[config.mk]
export PLATFORM = sky130hd
export DESIGN_NAME = csc_channel
export DESIGN_NICKNAME = d
export VERILOG_FILES = /design/src/rtl/csc_pkg.sv /design/src/rtl/csc_channel.sv
export SDC_FILE = /design/constraint.sdc
export NUM_CORES = 1
export LEC_CHECK = 0
export ABC_CLOCK_PERIOD_IN_PS = 3450
export BUFFER_PORTS_ARGS = -buffer_cell sky130_fd_sc_hd__buf_2
export CAP_MARGIN = 20
export CORE_MARGIN = 2
export CORE_UTILIZATION = 38
export CTS_CLUSTER_DIAMETER = 50
export CTS_CLUSTER_SIZE = 30
export DETAILED_ROUTE_END_ITERATION = 10
export PLACE_DENSITY = 0.6
export SLEW_MARGIN = 20
export SYNTH_ARGS = -nofsm -noshare
export SYNTH_HDL_FRONTEND = slang
export SYNTH_SLANG_ARGS = --single-unit
export TNS_END_PERCENT = 20
[constraint.sdc]
create_clock -name clk_i -period 3.45 [get_ports clk_i]
set_input_delay 0.5175 -clock clk_i [delete_from_list [all_inputs] [get_ports clk_i]]
set_output_delay 0.5175 -clock clk_i [all_outputs]
set_load 0.01 [all_outputs]
[src/rtl/csc_pkg.sv]
package csc_pkg;
  // ---------------------------------------------------------------
  // register byte offsets
  // ---------------------------------------------------------------
  localparam logic [5:0] OFS_MODE     = 6'h00;
  localparam logic [5:0] OFS_COMM     = 6'h04;
  localparam logic [5:0] OFS_DATA     = 6'h08;
  localparam logic [5:0] OFS_LEVELS   = 6'h0C;
  localparam logic [5:0] OFS_ENABLES  = 6'h10;
  localparam logic [5:0] OFS_PORT     = 6'h14;
  localparam logic [5:0] OFS_PORT_DIR = 6'h18;
  localparam logic [5:0] OFS_PRESCALE = 6'h1C;
  localparam logic [5:0] OFS_STATUS   = 6'h20;
  localparam logic [5:0] OFS_MASK     = 6'h24;
  // ---------------------------------------------------------------
  // field positions
  // ---------------------------------------------------------------
  localparam int MODE_HI  = 2;
  localparam int MODE_LO  = 1;
  localparam int IRQ_SRC  = 0;
  localparam int CLK_SRC  = 14;
  localparam int TX_EN    = 15;
  localparam int RX_EN    = 14;
  localparam int PHASE    = 13;
  localparam int POLARITY = 12;
  localparam int ORDER    = 7;
  localparam int LEN_HI   = 1;
  localparam int LEN_LO   = 0;
  localparam int DIV_HI   = 15;
  localparam int DIV_LO   = 9;
  localparam int CKO_BIT  = 8;
  localparam int SO_BIT   = 0;
  localparam int SOE_BIT  = 0;
  localparam int ST_CHAN  = 0;
  localparam int ST_ERR   = 1;
  localparam int ST_BUSY  = 15;
  // ---------------------------------------------------------------
  // encodings and reset values
  // ---------------------------------------------------------------
  localparam logic [1:0]  MODE_CSI   = 2'h0;
  localparam logic [1:0]  MODE_BAD   = 2'h3;
  localparam logic [1:0]  LEN_8      = 2'h3;
  localparam logic [1:0]  LEN_7      = 2'h2;
  localparam logic [15:0] RST_MODE   = 16'h0020;
  localparam logic [15:0] RST_COMM   = 16'h0007;
  localparam logic [15:0] RST_LEVELS = 16'h0101;
  localparam logic [15:0] RST_ZERO   = 16'h0000;
  localparam logic [7:0]  RST_DIR    = 8'hFF;
  // ---------------------------------------------------------------
  // types
  // ---------------------------------------------------------------
  typedef struct packed {
    logic sck;
    logic sck_oe_n;
    logic so;
  } csc_serial_t;
  typedef enum {ST_IDLE, ST_SHIFT} csc_state_t;
endpackage : csc_pkg

[src/rtl/csc_channel.sv]
// Chosen here: the Wishbone interface to the registers and the address map.
`timescale 1ns/1ps
// Function
// mode field 00 clocked, 01 async, 10 two-wire; 11 forbidden
// interrupt source bit: 0 transfer end, 1 buffer empty
// transmit and receive enable bits gate communication
// phase and polarity bits pick one of four clock types; in slave mode the phase bit is ignored
// bit order bit: 0 msb first, 1 lsb first, both ways
// length field 11 eight bits, 10 seven, 00 nine async, 01 banned
// divider N in data bits 15..9 gives clock / (N+1)*2
// clock output pin follows clock level bit when idle
// data output pin follows data level bit when not shifting
// shifter drives data pin only when output enable set
// port latch drives pin in output mode, reads pin in input
// clock source bit picks divided clock or external clock pin
// four-bit prescaler divides system clock by power of two
// master moves one bit out and in per clock period
module csc_channel (
  // clock and reset
  input  wire logic                clk_i,
  input  wire logic                rst_i,
  // wishbone slave
  input  wire logic                wb_cyc_i,
  input  wire logic                wb_stb_i,
  input  wire logic                wb_we_i,
  input  wire logic [5:0]          wb_adr_i,
  input  wire logic [3:0]          wb_sel_i,
  input  wire logic [31:0]         wb_dat_i,
  output logic      [31:0]         wb_dat_o,
  output logic                     wb_ack_o,
  // serial pins
  input  wire logic                sck_i,
  input  wire logic                si_i,
  output csc_pkg::csc_serial_t     ser_o,
  // port one pins
  input  wire logic [7:0]          port_i,
  output logic      [7:0]          port_o,
  output logic      [7:0]          port_oe_n_o,
  // interrupt
  output logic                     irq_o
);
  import csc_pkg::*;

  // ---------------------------------------------------------------
  // declarations
  // ---------------------------------------------------------------
  logic [15:0] mode_reg, comm_reg, levels_reg, enables_reg;
  logic [6:0]  div_reg, div_cnt_reg;
  logic [8:0]  txd_reg, rxd_reg;
  logic [7:0]  port_reg, dir_reg, tx_sh_reg, rx_sh_reg;
  logic [7:0]  pin_s1_reg, pin_s2_reg, rx_next;
  logic [3:0]  psel_reg;
  logic [14:0] pre_cnt_reg;
  logic [4:0]  half_reg, last_half;
  logic [1:0]  sts_reg, msk_reg, sts_set;
  logic        sck_s1_reg, sck_s2_reg, sck_s3_reg;
  logic        si_s1_reg, si_s2_reg, len7_reg;
  logic        req, wr, start, done, mck_tick, half_evt;
  logic        sample, slave, dap, tx_bit, sck_gen, len_ok;
  logic [15:0] wmode, wcomm;
  logic [31:0] rd_next;
  csc_state_t  state_reg;
  csc_serial_t ser_next;

  // byte-lane merge of a 16-bit register
  function automatic logic [15:0] merge16(input logic [15:0] old,
    input logic [31:0] d, input logic [3:0] sel);
    merge16 = {sel[1] ? d[15:8] : old[15:8],
               sel[0] ? d[7:0] : old[7:0]};
  endfunction : merge16

  // prescaler mask for a power-of-two division
  function automatic logic [14:0] pmask(input logic [3:0] sel);
    pmask = 15'((32'h0000_0001 << sel) - 32'h0000_0001);
  endfunction : pmask

  // ---------------------------------------------------------------
  // wishbone decode
  // ---------------------------------------------------------------
  assign req   = wb_cyc_i & wb_stb_i & ~wb_ack_o;
  assign wr    = req & wb_we_i;
  assign wmode = merge16(mode_reg, wb_dat_i, wb_sel_i);
  assign wcomm = merge16(comm_reg, wb_dat_i, wb_sel_i);

  // ack comes one cycle after the request, and drops after one cycle
  always_ff @(posedge clk_i) begin
    if (rst_i) begin
      wb_ack_o <= 1'b0;
      wb_dat_o <= 32'h0000_0000;
    end else begin
      wb_ack_o <= req;
      wb_dat_o <= rd_next;
    end
  end

  // read mux; unmapped offsets read zero
  always_comb begin
    rd_next = 32'h0000_0000;
    case (wb_adr_i)
      OFS_MODE:     rd_next[15:0] = mode_reg;
      OFS_COMM:     rd_next[15:0] = comm_reg;
      OFS_DATA:     rd_next[15:0] = {div_reg, rxd_reg};
      OFS_LEVELS:   rd_next[15:0] = levels_reg;
      OFS_ENABLES:  rd_next[15:0] = enables_reg;
      // input-mode bits show the pin, output-mode bits the latch
      OFS_PORT:     rd_next[7:0]  = (dir_reg & pin_s2_reg) |
                                    (~dir_reg & port_reg);
      OFS_PORT_DIR: rd_next[7:0]  = dir_reg;
      OFS_PRESCALE: rd_next[3:0]  = psel_reg;
      OFS_STATUS: begin
        rd_next[1:0]   = sts_reg;
        rd_next[ST_BUSY] = (state_reg == ST_SHIFT);
      end
      OFS_MASK:     rd_next[1:0]  = msk_reg;
      default:      rd_next = 32'h0000_0000;
    endcase
  end

  // ---------------------------------------------------------------
  // configuration registers
  // ---------------------------------------------------------------
  always_ff @(posedge clk_i) begin
    if (rst_i) begin
      mode_reg    <= RST_MODE;
      comm_reg    <= RST_COMM;
      levels_reg  <= RST_LEVELS;
      enables_reg <= RST_ZERO;
      div_reg     <= 7'h00;
      txd_reg     <= 9'h000;
      port_reg    <= 8'h00;
      dir_reg     <= RST_DIR;
      psel_reg    <= 4'h0;
      msk_reg     <= 2'h0;
    end else if (wr) begin
      case (wb_adr_i)
        OFS_MODE:     mode_reg    <= wmode;
        OFS_COMM:     comm_reg    <= wcomm;
        OFS_LEVELS:   levels_reg  <= merge16(levels_reg, wb_dat_i,
                                             wb_sel_i);
        OFS_ENABLES:  enables_reg <= merge16(enables_reg, wb_dat_i,
                                             wb_sel_i);
        OFS_DATA: begin
          if (wb_sel_i[1]) div_reg <= wb_dat_i[DIV_HI:DIV_LO];
          if (wb_sel_i[0]) txd_reg[7:0] <= wb_dat_i[7:0];
          if (wb_sel_i[1]) txd_reg[8] <= wb_dat_i[8];
        end
        OFS_PORT:     if (wb_sel_i[0]) port_reg <= wb_dat_i[7:0];
        OFS_PORT_DIR: if (wb_sel_i[0]) dir_reg <= wb_dat_i[7:0];
        OFS_PRESCALE: if (wb_sel_i[0]) psel_reg <= wb_dat_i[3:0];
        OFS_MASK:     if (wb_sel_i[0]) msk_reg <= wb_dat_i[1:0];
        default: ;
      endcase
    end
  end

  // ---------------------------------------------------------------
  // pin synchronisers
  // ---------------------------------------------------------------
  always_ff @(posedge clk_i) begin
    if (rst_i) begin
      {sck_s1_reg, sck_s2_reg, sck_s3_reg} <= 3'h7;
      {si_s1_reg, si_s2_reg} <= 2'h0;
      pin_s1_reg <= 8'h00;
      pin_s2_reg <= 8'h00;
    end else begin
      sck_s1_reg <= sck_i;
      sck_s2_reg <= sck_s1_reg;
      sck_s3_reg <= sck_s2_reg; // edge history, reads stage two only
      si_s1_reg  <= si_i;
      si_s2_reg  <= si_s1_reg;
      pin_s1_reg <= port_i;
      pin_s2_reg <= pin_s1_reg;
    end
  end

  // ---------------------------------------------------------------
  // operation clock prescaler and transfer divider
  // ---------------------------------------------------------------
  // free-running count; a tick when the selected low bits are all ones
  always_ff @(posedge clk_i) begin
    if (rst_i) pre_cnt_reg <= 15'h0000;
    else       pre_cnt_reg <= pre_cnt_reg + 15'h0001;
  end
  assign mck_tick = (pre_cnt_reg & pmask(psel_reg)) ==
                    pmask(psel_reg);

  assign slave = mode_reg[CLK_SRC];
  // slave edges come from the synchronised pin, so the shift clock is
  // limited to well under a quarter of the system clock
  assign half_evt = (state_reg == ST_SHIFT) &&
                    (slave ? (sck_s2_reg ^ sck_s3_reg)
                           : (mck_tick && div_cnt_reg == div_reg));

  // one half period is N+1 operation clock ticks
  always_ff @(posedge clk_i) begin
    if (rst_i || state_reg != ST_SHIFT) div_cnt_reg <= 7'h00;
    else if (mck_tick)
      div_cnt_reg <= (div_cnt_reg == div_reg) ? 7'h00 :
                     div_cnt_reg + 7'h01;
  end

  // ---------------------------------------------------------------
  // frame control
  // ---------------------------------------------------------------
  assign len_ok = comm_reg[LEN_HI:LEN_LO] == LEN_8 ||
                  comm_reg[LEN_HI:LEN_LO] == LEN_7;
  assign start  = wr && wb_adr_i == OFS_DATA && wb_sel_i[0] &&
                  state_reg == ST_IDLE &&
                  mode_reg[MODE_HI:MODE_LO] == MODE_CSI && len_ok &&
                  (comm_reg[TX_EN] | comm_reg[RX_EN]);
  assign dap       = comm_reg[PHASE] & ~slave;
  assign last_half = (len7_reg ? 5'd13 : 5'd15) + {4'h0, dap};
  assign done      = half_evt && half_reg == last_half;
  // sample at even halves, skipping the leading half of late phase
  assign sample    = half_evt && !half_reg[0] &&
                     !(dap && half_reg == 5'd0);
  assign sck_gen   = half_reg[0] ^ dap ^ comm_reg[POLARITY];
  assign tx_bit    = comm_reg[ORDER] ? tx_sh_reg[0] :
                     (len7_reg ? tx_sh_reg[6] : tx_sh_reg[7]);

  always_ff @(posedge clk_i) begin
    if (rst_i) begin
      state_reg <= ST_IDLE;
      half_reg  <= 5'd0;
      len7_reg  <= 1'b0;
    end else begin
      case (state_reg)
        ST_IDLE: if (start) begin
          state_reg <= ST_SHIFT;
          half_reg  <= 5'd0;
          len7_reg  <= comm_reg[LEN_HI:LEN_LO] == LEN_7;
        end
        ST_SHIFT: if (done) state_reg <= ST_IDLE;
                  else if (half_evt) half_reg <= half_reg + 5'd1;
        default: state_reg <= ST_IDLE;
      endcase
    end
  end

  // ---------------------------------------------------------------
  // shift registers
  // ---------------------------------------------------------------
  assign rx_next = comm_reg[ORDER] ? {si_s2_reg, rx_sh_reg[7:1]}
                                   : {rx_sh_reg[6:0], si_s2_reg};

  // transmit moves on at the end of each odd half period; the load takes
  // the bus word, since the data register only lands on this same edge
  always_ff @(posedge clk_i) begin
    if (rst_i) tx_sh_reg <= 8'h00;
    else if (start) tx_sh_reg <= wb_dat_i[7:0];
    else if (half_evt && half_reg[0])
      tx_sh_reg <= comm_reg[ORDER] ? tx_sh_reg >> 1
                                   : tx_sh_reg << 1;
  end

  // received data is held when reception is disabled; the shifter still samples
  always_ff @(posedge clk_i) begin
    if (rst_i) begin
      rx_sh_reg <= 8'h00;
      rxd_reg   <= 9'h000;
    end else begin
      if (sample) rx_sh_reg <= rx_next;
      if (done && comm_reg[RX_EN]) begin
        if (!len7_reg) rxd_reg <= {1'b0, sample ? rx_next : rx_sh_reg};
        else if (comm_reg[ORDER])
          rxd_reg <= {2'h0, sample ? rx_next[7:1] : rx_sh_reg[7:1]};
        else
          rxd_reg <= {2'h0, sample ? rx_next[6:0] : rx_sh_reg[6:0]};
      end
    end
  end

  // ---------------------------------------------------------------
  // interrupt status and mask
  // ---------------------------------------------------------------
  // setup error: forbidden mode, or any length but eight or seven bits, written
  assign sts_set[ST_ERR] = wr &&
    ((wb_adr_i == OFS_MODE && wmode[MODE_HI:MODE_LO] == MODE_BAD) ||
     (wb_adr_i == OFS_COMM && wcomm[LEN_HI:LEN_LO] != LEN_8 &&
      wcomm[LEN_HI:LEN_LO] != LEN_7));
  assign sts_set[ST_CHAN] = mode_reg[IRQ_SRC] ? start : done;

  // set wins over a write-one clear in the same cycle
  always_ff @(posedge clk_i) begin
    if (rst_i) sts_reg <= 2'h0;
    else sts_reg <= (sts_reg & ~((wr && wb_adr_i == OFS_STATUS &&
                     wb_sel_i[0]) ? wb_dat_i[1:0] : 2'h0)) | sts_set;
  end

  // ---------------------------------------------------------------
  // pin outputs
  // ---------------------------------------------------------------
  always_comb begin
    ser_next.so = (state_reg == ST_SHIFT && comm_reg[TX_EN] &&
                   enables_reg[SOE_BIT]) ? tx_bit
                                         : levels_reg[SO_BIT];
    ser_next.sck = (state_reg == ST_SHIFT && !slave) ? sck_gen
                                         : levels_reg[CKO_BIT];
    ser_next.sck_oe_n = slave;
  end

  // every pin output is registered
  always_ff @(posedge clk_i) begin
    if (rst_i) begin
      ser_o       <= '{sck: 1'b1, sck_oe_n: 1'b0, so: 1'b1};
      port_o      <= 8'h00;
      port_oe_n_o <= RST_DIR;
      irq_o       <= 1'b0;
    end else begin
      ser_o       <= ser_next;
      port_o      <= port_reg;
      port_oe_n_o <= dir_reg;
      irq_o       <= |(sts_reg & msk_reg);
    end
  end

  // ---------------------------------------------------------------
  // assertions
  // ---------------------------------------------------------------
  a_mode_gate: assert property (@(posedge clk_i) disable iff (rst_i)
    $rose(state_reg == ST_SHIFT) |->
      $past(mode_reg[MODE_HI:MODE_LO]) == MODE_CSI)
    else $error("frame started outside clocked mode");
  a_irq_source: assert property (@(posedge clk_i) disable iff (rst_i)
    (done && !mode_reg[IRQ_SRC]) |=> sts_reg[ST_CHAN])
    else $error("transfer end did not raise status");
  a_rx_hold: assert property (@(posedge clk_i) disable iff (rst_i)
    !comm_reg[RX_EN] |=> $stable(rxd_reg))
    else $error("receive data changed while reception off");
  a_len_legal: assert property (@(posedge clk_i) disable iff (rst_i)
    $rose(state_reg == ST_SHIFT) |-> $past(comm_reg[LEN_HI]))
    else $error("frame started with illegal length");
  a_div_bound: assert property (@(posedge clk_i) disable iff (rst_i)
    (state_reg == ST_SHIFT && !slave && $stable(div_reg)) |->
      div_cnt_reg <= div_reg)
    else $error("divider count ran past its limit");
  a_idle_sck: assert property (@(posedge clk_i) disable iff (rst_i)
    (state_reg == ST_IDLE) ##1 (state_reg == ST_IDLE) |->
      ser_o.sck == $past(levels_reg[CKO_BIT]))
    else $error("idle clock pin not at level bit");
  a_so_stop: assert property (@(posedge clk_i) disable iff (rst_i)
    !enables_reg[SOE_BIT] |=> ser_o.so == $past(levels_reg[SO_BIT]))
    else $error("data pin driven while output stopped");
  a_port_dir: assert property (@(posedge clk_i) disable iff (rst_i)
    ##1 port_oe_n_o == $past(dir_reg) && port_o == $past(port_reg))
    else $error("port pins do not follow latch");
  a_slave_oe: assert property (@(posedge clk_i) disable iff (rst_i)
    slave ##1 slave |-> ser_o.sck_oe_n)
    else $error("clock pin driven in slave mode");
  a_presc_one: assert property (@(posedge clk_i) disable iff (rst_i)
    psel_reg == 4'h0 |-> mck_tick)
    else $error("undivided prescaler missed a tick");
endmodule : csc_channel

==> After elaboration in Yosys (flattened, before gate mapping) <==
Cells that the tools add are included.
{ "word_totals": {"wordCells": 176, "inputBits": 57, "register_bits": 254, "output_inout_bits": 53} }
{ "classes": {"n_addsub": 5, "n_shift": 1, "n_eq_ne": 24, "reduce_logical": 55, "n_bitwise": 19, "n_mux": 32} }
{ "ops": {"columns": ["op", "count"], "rows": [
  ["zero test 32 bit", 2],
  ["2-to-1 mux 32 bit", 2],
  ["one-hot mux 32 bit (2 select lines)", 1],
  ["2-to-1 mux 8 bit", 6],
  ["AND reduction 3 bit", 13],
  ["one-hot mux 7 bit (5 select lines)", 1],
  ["== test 32 x 1 -> 1 bit, second input constant", 1],
  ["== test 32 x 2 -> 1 bit, second input constant", 1],
  ["!= test 32 x 2 -> 1 bit, second input constant", 1],
  ["2-to-1 mux 7 bit", 4],
  ["one-hot mux 4 bit (7 select lines)", 1],
  ["== test 6 x 5 -> 1 bit, second input constant", 4],
  ["logical AND 1 bit", 23],
  ["one-hot mux 2 bit (10 select lines)", 1],
  ["AND 8 bit", 2],
  ["one-hot mux 2 bit (8 select lines)", 1],
  ["adder 15 x 1 -> 15 bit, second input constant", 1],
  ["AND 15 bit", 1],
  ["== test 15 bit", 1],
  ["2-to-1 mux 5 bit", 3],
  ["left shift 1 x 4 -> 15 bit, first input constant", 1],
  ["subtractor 15 x 1 -> 15 bit, second input constant", 1],
  ["== test 6 x 4 -> 1 bit, second input constant", 2],
  ["== test 6 bit, second input constant", 2],
  ["other kinds (31)", 60]
]} }

==> Logic depth before layout (Yosys ltp) <==
Gate-level depths: netlist of the first run.
{ "depth": {"depth_word": 12, "ltp_mapped": 14, "mapped_depth_nobuf": 11} }

==> Worst setup path after synthesis of the first run <==
No wires, ideal clock.
{ "synth_timing": {"kind": "register to register", "startpoint": "reg psel_reg[3]", "endpoint": "reg half_reg[3]", "setup_time_ns": 0.079, "period_less_slack_ns": 3.307, "t_arrival_ns": 3.227, "path_stages_with_launch": 12, "slack_ns": 0.143, "path_buffers": 1, "t_required_ns": 3.371, "path_cell_list": "dfxtp_1 -> buf_6 -> or4_4 -> ha_1 -> or4b_1 -> o22ai_1 -> or3_1 -> nand4b_1 -> o21a_2 -> or3_4 -> or3_1 -> a211oi_2"} }
{ "synth_via": {"elab_chain_cells": 10, "elab_cells_between_ends": 11, "cone_classes": "add/sub: 1; eq/ne: 3; shift: 1; mux: 1; bitwise: 1; reduce/logical: 4"} }
{ "synth_rtl": {"columns": ["element", "line", "rtl"], "rows": [
  ["start: declaration", "csc_channel.sv:52", "logic [3:0] psel_reg;"],
  ["start signal: assignment", "csc_channel.sv:149", "OFS_PRESCALE: if (wb_sel_i[0]) psel_reg <= wb_dat_i[3:0];"],
  ["left shift 1 x 4 -> 15 bit *", "csc_channel.sv:74", "pmask = 15'((32'h0000_0001 << sel) - 32'h0000_0001);"],
  ["subtractor 15 x 1 -> 15 bit *", "csc_channel.sv:74", null],
  ["AND 15 bit", "csc_channel.sv:184", "assign mck_tick = (pre_cnt_reg & pmask(psel_reg)) =="],
  ["== test 15 bit *", "csc_channel.sv:184", null],
  ["logical AND 1 bit *", "csc_channel.sv:192", ": (mck_tick && div_cnt_reg == div_reg));"],
  ["2-to-1 mux 1 bit *", "csc_channel.sv:191", "(slave ? (sck_s2_reg ^ sck_s3_reg)"],
  ["logical AND 1 bit *", "csc_channel.sv:190", "assign half_evt = (state_reg == ST_SHIFT) &&"],
  ["logical AND 1 bit", "csc_channel.sv:213", "assign done = half_evt && half_reg == last_half;"],
  ["!= test 2 bit (no line)", null, null],
  ["AND reduction 4 bit (no line) *", null, null],
  ["end signal: assignment", "csc_channel.sv:234", "else if (half_evt) half_reg <= half_reg + 5'd1;"],
  ["end: declaration", "csc_channel.sv:54", "logic [4:0] half_reg, last_half;"]
]} }
Every way passes the cells marked *; elsewhere a longest branch is shown, timed or not.
A chain may end at the register's enable or synchronous reset.

==> Worst setup path in the final report of the first run <==
{ "layout_timing": {"startpoint": "reg psel_reg[0]", "endpoint": "reg half_reg[3]"} }
Same word-level chain as after synthesis.

==> out/qor.csv, run 1 <==
metric,value,unit
status,finished clean,
area grow syn2layout,19.4,%
CP startpoint kind,register,
DIE WIDTH,159,um
power per cell area,513,mW/mm^2
Synth Area in XOR/XNOR,3.15,%
wire per inst,16.5,um
Worst-path clk slew,0.06,ns
mux cell area share after synthesis,7.89,%
Peak supply drop,0.000365,V
kind of critical path,register to register,
Routed Antenna Nets,0,
standard-cell row count,56,
Via-to-Cell Ratio,5.24,
Skew-Pair Late Insertion Delay,0.55,ns
fmax,299,MHz
Synth Area in Compound Gates,12.5,%
DP Wirelength,16500,um
CTS H-tree depth,1,
LEAKAGE,0.00424,uW
max cap viols,0,
Final min period,3.34,ns
Yosys warning total,0,
Slew HR,32.0,%
Critical Path AT,3.79,ns
worst reg2reg startpoint,psel_reg[0],
DRT Wirelength,24400,um
first-pass GRT wire length,39000,um
hold_buf cts,0,
Synth Register Bits,206,
Final period util,96.8,%
CTS Buf Count,28,
Top Family by Delay on Critical Path,simple AND/OR/NAND/NOR gates,
"critical path, cell by cell","or4_4, ha_4, nor2_1, a221o_1, or3_4, nand4b_1, o21a_2, or3_4, or3_4, a211oi_2",
critical path data required time,3.90,ns
Post-Synthesis Cell Area,0.00917,mm^2
Worst-Margin Slew,1.02,ns
number of port buffers,75,
Post-Synth Simple-Gate Area,25.7,%
post-route DRC violation count,0,
register area,0.00412,mm^2
top-count cell post-synth,dfxtp_1,
Final Slew Violations,0,
Critical Path Max Stage Delay,0.56,ns
# nets final,1201,
vias in the first global route,7253,
chip height,159,um
Synth Area in Adders,0.819,%
CTS Buffer Depth,3,
"Distinct cells, synth",67,
DR vias,7754,
"most used cell, CP",or3_4,
Synth area leader,dfxtp_1,
core area,0.0236,mm^2
share of the synthesized area in the top cell type,45.0,%
async set or reset register ratio after synthesis,0,%
Root Driver,clkbuf_16,
Setup crit start,psel_reg[0],
hold path startpoint,sck_i,
fin worst setup slack,0.111,ns
top_reg_cell synth,dfxtp_1,
Initial Util,38.8,%
sequential area share after synthesis,45.0,%
number of synthesized flops with an enable pin,0,
"top cells by count, synth","dfxtp_1, nand2_1, nor2_1",
die area,0.0254,mm^2
Syn Inst Count,1070,
CTS Sinks,206,
Fillers,2348,
main combinational cell family by area after synthesis,simple AND/OR/NAND/NOR gates,
"Remaining Overflow, GRT",0,
multi-input logic area,0.00469,mm^2
GPL Wtd Cong,0.843,
Clock Skew,0.0309,ns
pin count of the biggest net entering global routing,99,
unrepaired setup endpoints after global routing,no,
syn_area_per_cell,8.57,um^2
CTS tree,built,
pre-CTS WS,0.00943,ns
setup_tns,0,ns
total global-route track usage,18.7,%
initial antenna violation count,1,
HP Class,input pin to register,
worst path buffer plus inverter count,0,
crit path max fanout,6,
CP max-delay cell,or4_4,
fraction of layout cells with a size suffix above 1,17.2,%
endpoint type of the worst setup path,register,
Detailed Routing Iterations Pass 1,5,
Total Power,5620,uW
Synth area leaders,"dfxtp_1, mux2i_1, nand2_1, a21oi_1, nor2_1",
DR iter-0 viols,498,
IO Pins,110,
Final Setup Violations,0,
Hold Fails Final Rpt,0,
## final cells by class
cell class,count,area share (%)
Multi-Input combinational cell,778,42.9
Sequential cell,206,37.7
Clock buffer,34,7.07
Timing Repair Buffer,111,6.07
Tap cell,319,3.65
Clock inverter,18,2.20
Inverter,13,0.446
Antenna cell,1,0.0229
## report_power, final
part	internal (uW)	leakage (uW)	switching (uW)
clock	1870	0.000494	1170
sequential	2390	0.00166	8.36
combinational	51.9	0.00208	120
total	4310	0.00424	1300
## cell usage in the layout, fill, tap and decap left out, types with 11 or more instances in the layout
master	instances
nor3_1	27
xnor2_1	14
nor3b_1	16
nor2_1	90
buf_2	74
or2_2	11
inv_1	12
conb_1	16
a21oi_1	86
nand3b_1	23
a22oi_1	14
xor2_1	19
buf_4	35
nand3_1	56
nand2_1	150
and2_1	11
mux2i_1	61
dfxtp_1	206
nor2b_1	32
clkbuf_16	28
## metal layers
| metal | GRT usage [%] | wire length, um | vias to the layer above |
|---|---|---|---|
| met3 | 2.84 | 1230 | 43 |
| met4 | 5.62 | 591 | 2 |
| li1 | - | - | 3843 |
| met2 | 29.3 | 10900 | 184 |
| met5 | 0 | 13 | - |
| met1 | 26.5 | 11700 | 3682 |
## final timing paths
kind / endpoint / slack (ns) / cells past startpoint
worst max-delay path: half_reg[3] / 0.11 / 10
worst min-delay path: sck_s1_reg / 0.16 / 2
worst max register to register: half_reg[3] / 0.11 / 10
worst min register to register: sck_s2_reg / 0.41 / 1
## worst register-to-register path, delay by kind of cell, from the launching register on
family,cells,cell delay [ns]
compound gates,3,0.77
fa+ha+maj,1,0.28
flops,1,0.31
simple gates,6,1.90
## through the flow
step	hold slack (ns)	instance area, um^2	utilization, %	std cells
2_1_floorplan	0.389	9220	-	1085
3_5_place_dp	0.403	9890	41.9	1426
4_1_cts	0.150	10900	46.2	1478
6_report	0.163	10900	46.3	1480
3_3_place_gp	0.399	9890	41.9	1426
5_1_grt	0.158	10900	46.3	1479
## logic make-up after synthesis
logic type	count (synthesis)
other cells	1
mux	71
buf+inv	101
fa+ha+maj	6
simple gates	473
compound gates	179
xor+xnor	33
flops	206
## repair_timing
item	in CTS	in global routing
endpoints found under the setup margin	3	14
setup buffers	0	1
gates resized for setup	1	4
gates cloned	0	0
pin swaps	0	3
(Power assumes the default switching activity.)
==> inputs of run 2 (changes only) <==
Settings changed: ABC_CLOCK_PERIOD_IN_PS 3450 to 4050, BUFFER_PORTS_ARGS -buffer_cell sky130_fd_sc_hd__buf_2 to default, DONT_BUFFER_PORTS from default to 1, PLACE_DENSITY 0.6 to 0.54.
Clock period 3.45 ns to 4.05 ns, I/O delays scaled along.
==> run 2 against run 1 <==
Effect of this change: critical endpoint unchanged; sequential share of layout area grew 1.8 points; utilization shrank 2.2 points; via count shrank 4.4%; routed wire length is essentially flat; non-clock buffer count shrank 93; final cell count shrank 6.2%; sequential power shrank 15%; cell area shrank 4.7%; largest power group unchanged; clock skew shrank 0.0083 ns; register-to-register slack gained 0.47 ns; sequential cell count is the same.
==> out/qor.csv, run 2 (synthesized netlist as in run 1, its figures left out) <==
metric,value,unit
Worst-Margin Slew,0.979,ns
initial antenna violation count,1,
kind of critical path,register to register,
critical path data required time,4.50,ns
number of port buffers,0,
core area,0.0236,mm^2
Slew HR,34.6,%
power per cell area,464,mW/mm^2
CP startpoint kind,register,
Post-CTS Setup Bufs,0,
instance count on the critical path,10,
CTS Buffer Depth,3,
Setup crit start,psel_reg[1],
"most used cell, CP",or3_1,
die area,0.0254,mm^2
endpoint type of the worst setup path,register,
Critical Path AT,3.93,ns
DR iter-0 viols,473,
Total Power,4840,uW
Skew-Pair Late Insertion Delay,0.55,ns
most frequent cells in the layout,"dfxtp_1, nand2_1, nor2_1",
wire per inst,17.6,um
area grow syn2layout,13.8,%
Root Driver,clkbuf_16,
CP max-delay cell,or4_4,
setup_tns,0,ns
worst path buffer plus inverter count,0,
status,finished clean,
DRT Wirelength,24400,um
# nets final,1109,
Placed Area,0.00937,mm^2
Final min period,3.47,ns
Peak supply drop,0.000355,V
Worst-path clk slew,0.06,ns
fraction of layout cells with a size suffix above 1,9.64,%
total global-route track usage,18.7,%
Placed Cells,1334,
Final Setup Violations,0,
reg2reg path depth,10,
HP Class,input pin to register,
Critical Path Max Stage Delay,0.51,ns
unrepaired setup endpoints after global routing,no,
"Remaining Overflow, GRT",0,
vias in the first global route,6976,
Hold Fails Final Rpt,0,
Top Family by Delay on Critical Path,simple AND/OR/NAND/NOR gates,
DIE WIDTH,159,um
DP Wirelength,16100,um
DR vias,7415,
fmax,288,MHz
standard-cell row count,56,
reg-to-reg endpoint,half_reg[3],
IO Pins,110,
Setup crit end,half_reg[3],
LEAKAGE,0.00384,uW
CTS tree,built,
CTS Buf Count,29,
Routed Antenna Nets,0,
hold depth,1,
CTS resizes,0,
first-pass GRT wire length,38900,um
worst reg2reg startpoint,psel_reg[1],
"commonest non-fill, non-tap cell in the layout",dfxtp_1,
Detailed Routing Iterations Pass 1,5,
Non-Filler Instances,1388,
Finished Cell Area,0.0104,mm^2
pin count of the biggest net entering global routing,203,
max cap viols,0,
fin util,44.2,%
post-route DRC violation count,0,
hold_buf cts,0,
Initial Util,38.8,%
Clock Skew,0.0226,ns
Reg2Reg Setup Slack,0.58,ns
chip height,159,um
"critical path, cell by cell","or4_4, ha_1, or4b_1, o22ai_1, or3_1, nand4b_1, o21a_2, or3_4, or3_1, a211oi_2",
CTS H-tree depth,1,
Final Slew Violations,0,
Via-to-Cell Ratio,5.34,
crit path max fanout,7,
CTS Sinks,206,
Final period util,85.7,%
GPL Wtd Cong,0.803,
==> run 2: area by class of cell <==
class                           instances  area (um^2)
Timing Repair Buffer                   18          135
Antenna cell                            1         2.50
Multi-Input combinational cell        778         4670
Inverter                               13         48.8
Sequential cell                       206         4120
Clock inverter                         22          313
Fill cell                            2372        13200
Clock buffer                           31          743
Tap cell                              319          399
==> run 2: worst min-delay path by stage <==
stage                from  slack (ns)              end
2_1_floorplan  sck_s1_reg        0.39       sck_s2_reg
3_3_place_gp   sck_s1_reg        0.40       sck_s2_reg
5_1_grt             rst_i        0.13  pre_cnt_reg[14]
6_report            rst_i        0.16     rx_sh_reg[6]
3_5_place_dp   sck_s1_reg        0.40       sck_s2_reg
4_1_cts             rst_i        0.14  pre_cnt_reg[14]
==> run 2: layer usage <==
layer	global-route usage [%]	routed length, um
met3	3.99	1550
met5	0	0
met4	4.46	448
met1	26.7	11500
met2	28.8	10900
==> run 2: report_power, final <==
group,internal (uW),switching [uW]
Clock,1690,1040
Sequential,2040,7.48
Combinational,26.4,33.0
==> run 2: stage by stage <==
stage          hold WS [ns]  setup slack (ns)
3_5_place_dp          0.399             0.606
5_1_grt               0.128             0.445
6_report              0.164             0.578
3_3_place_gp          0.403             0.643
2_1_floorplan         0.389             0.743
4_1_cts               0.137             0.578
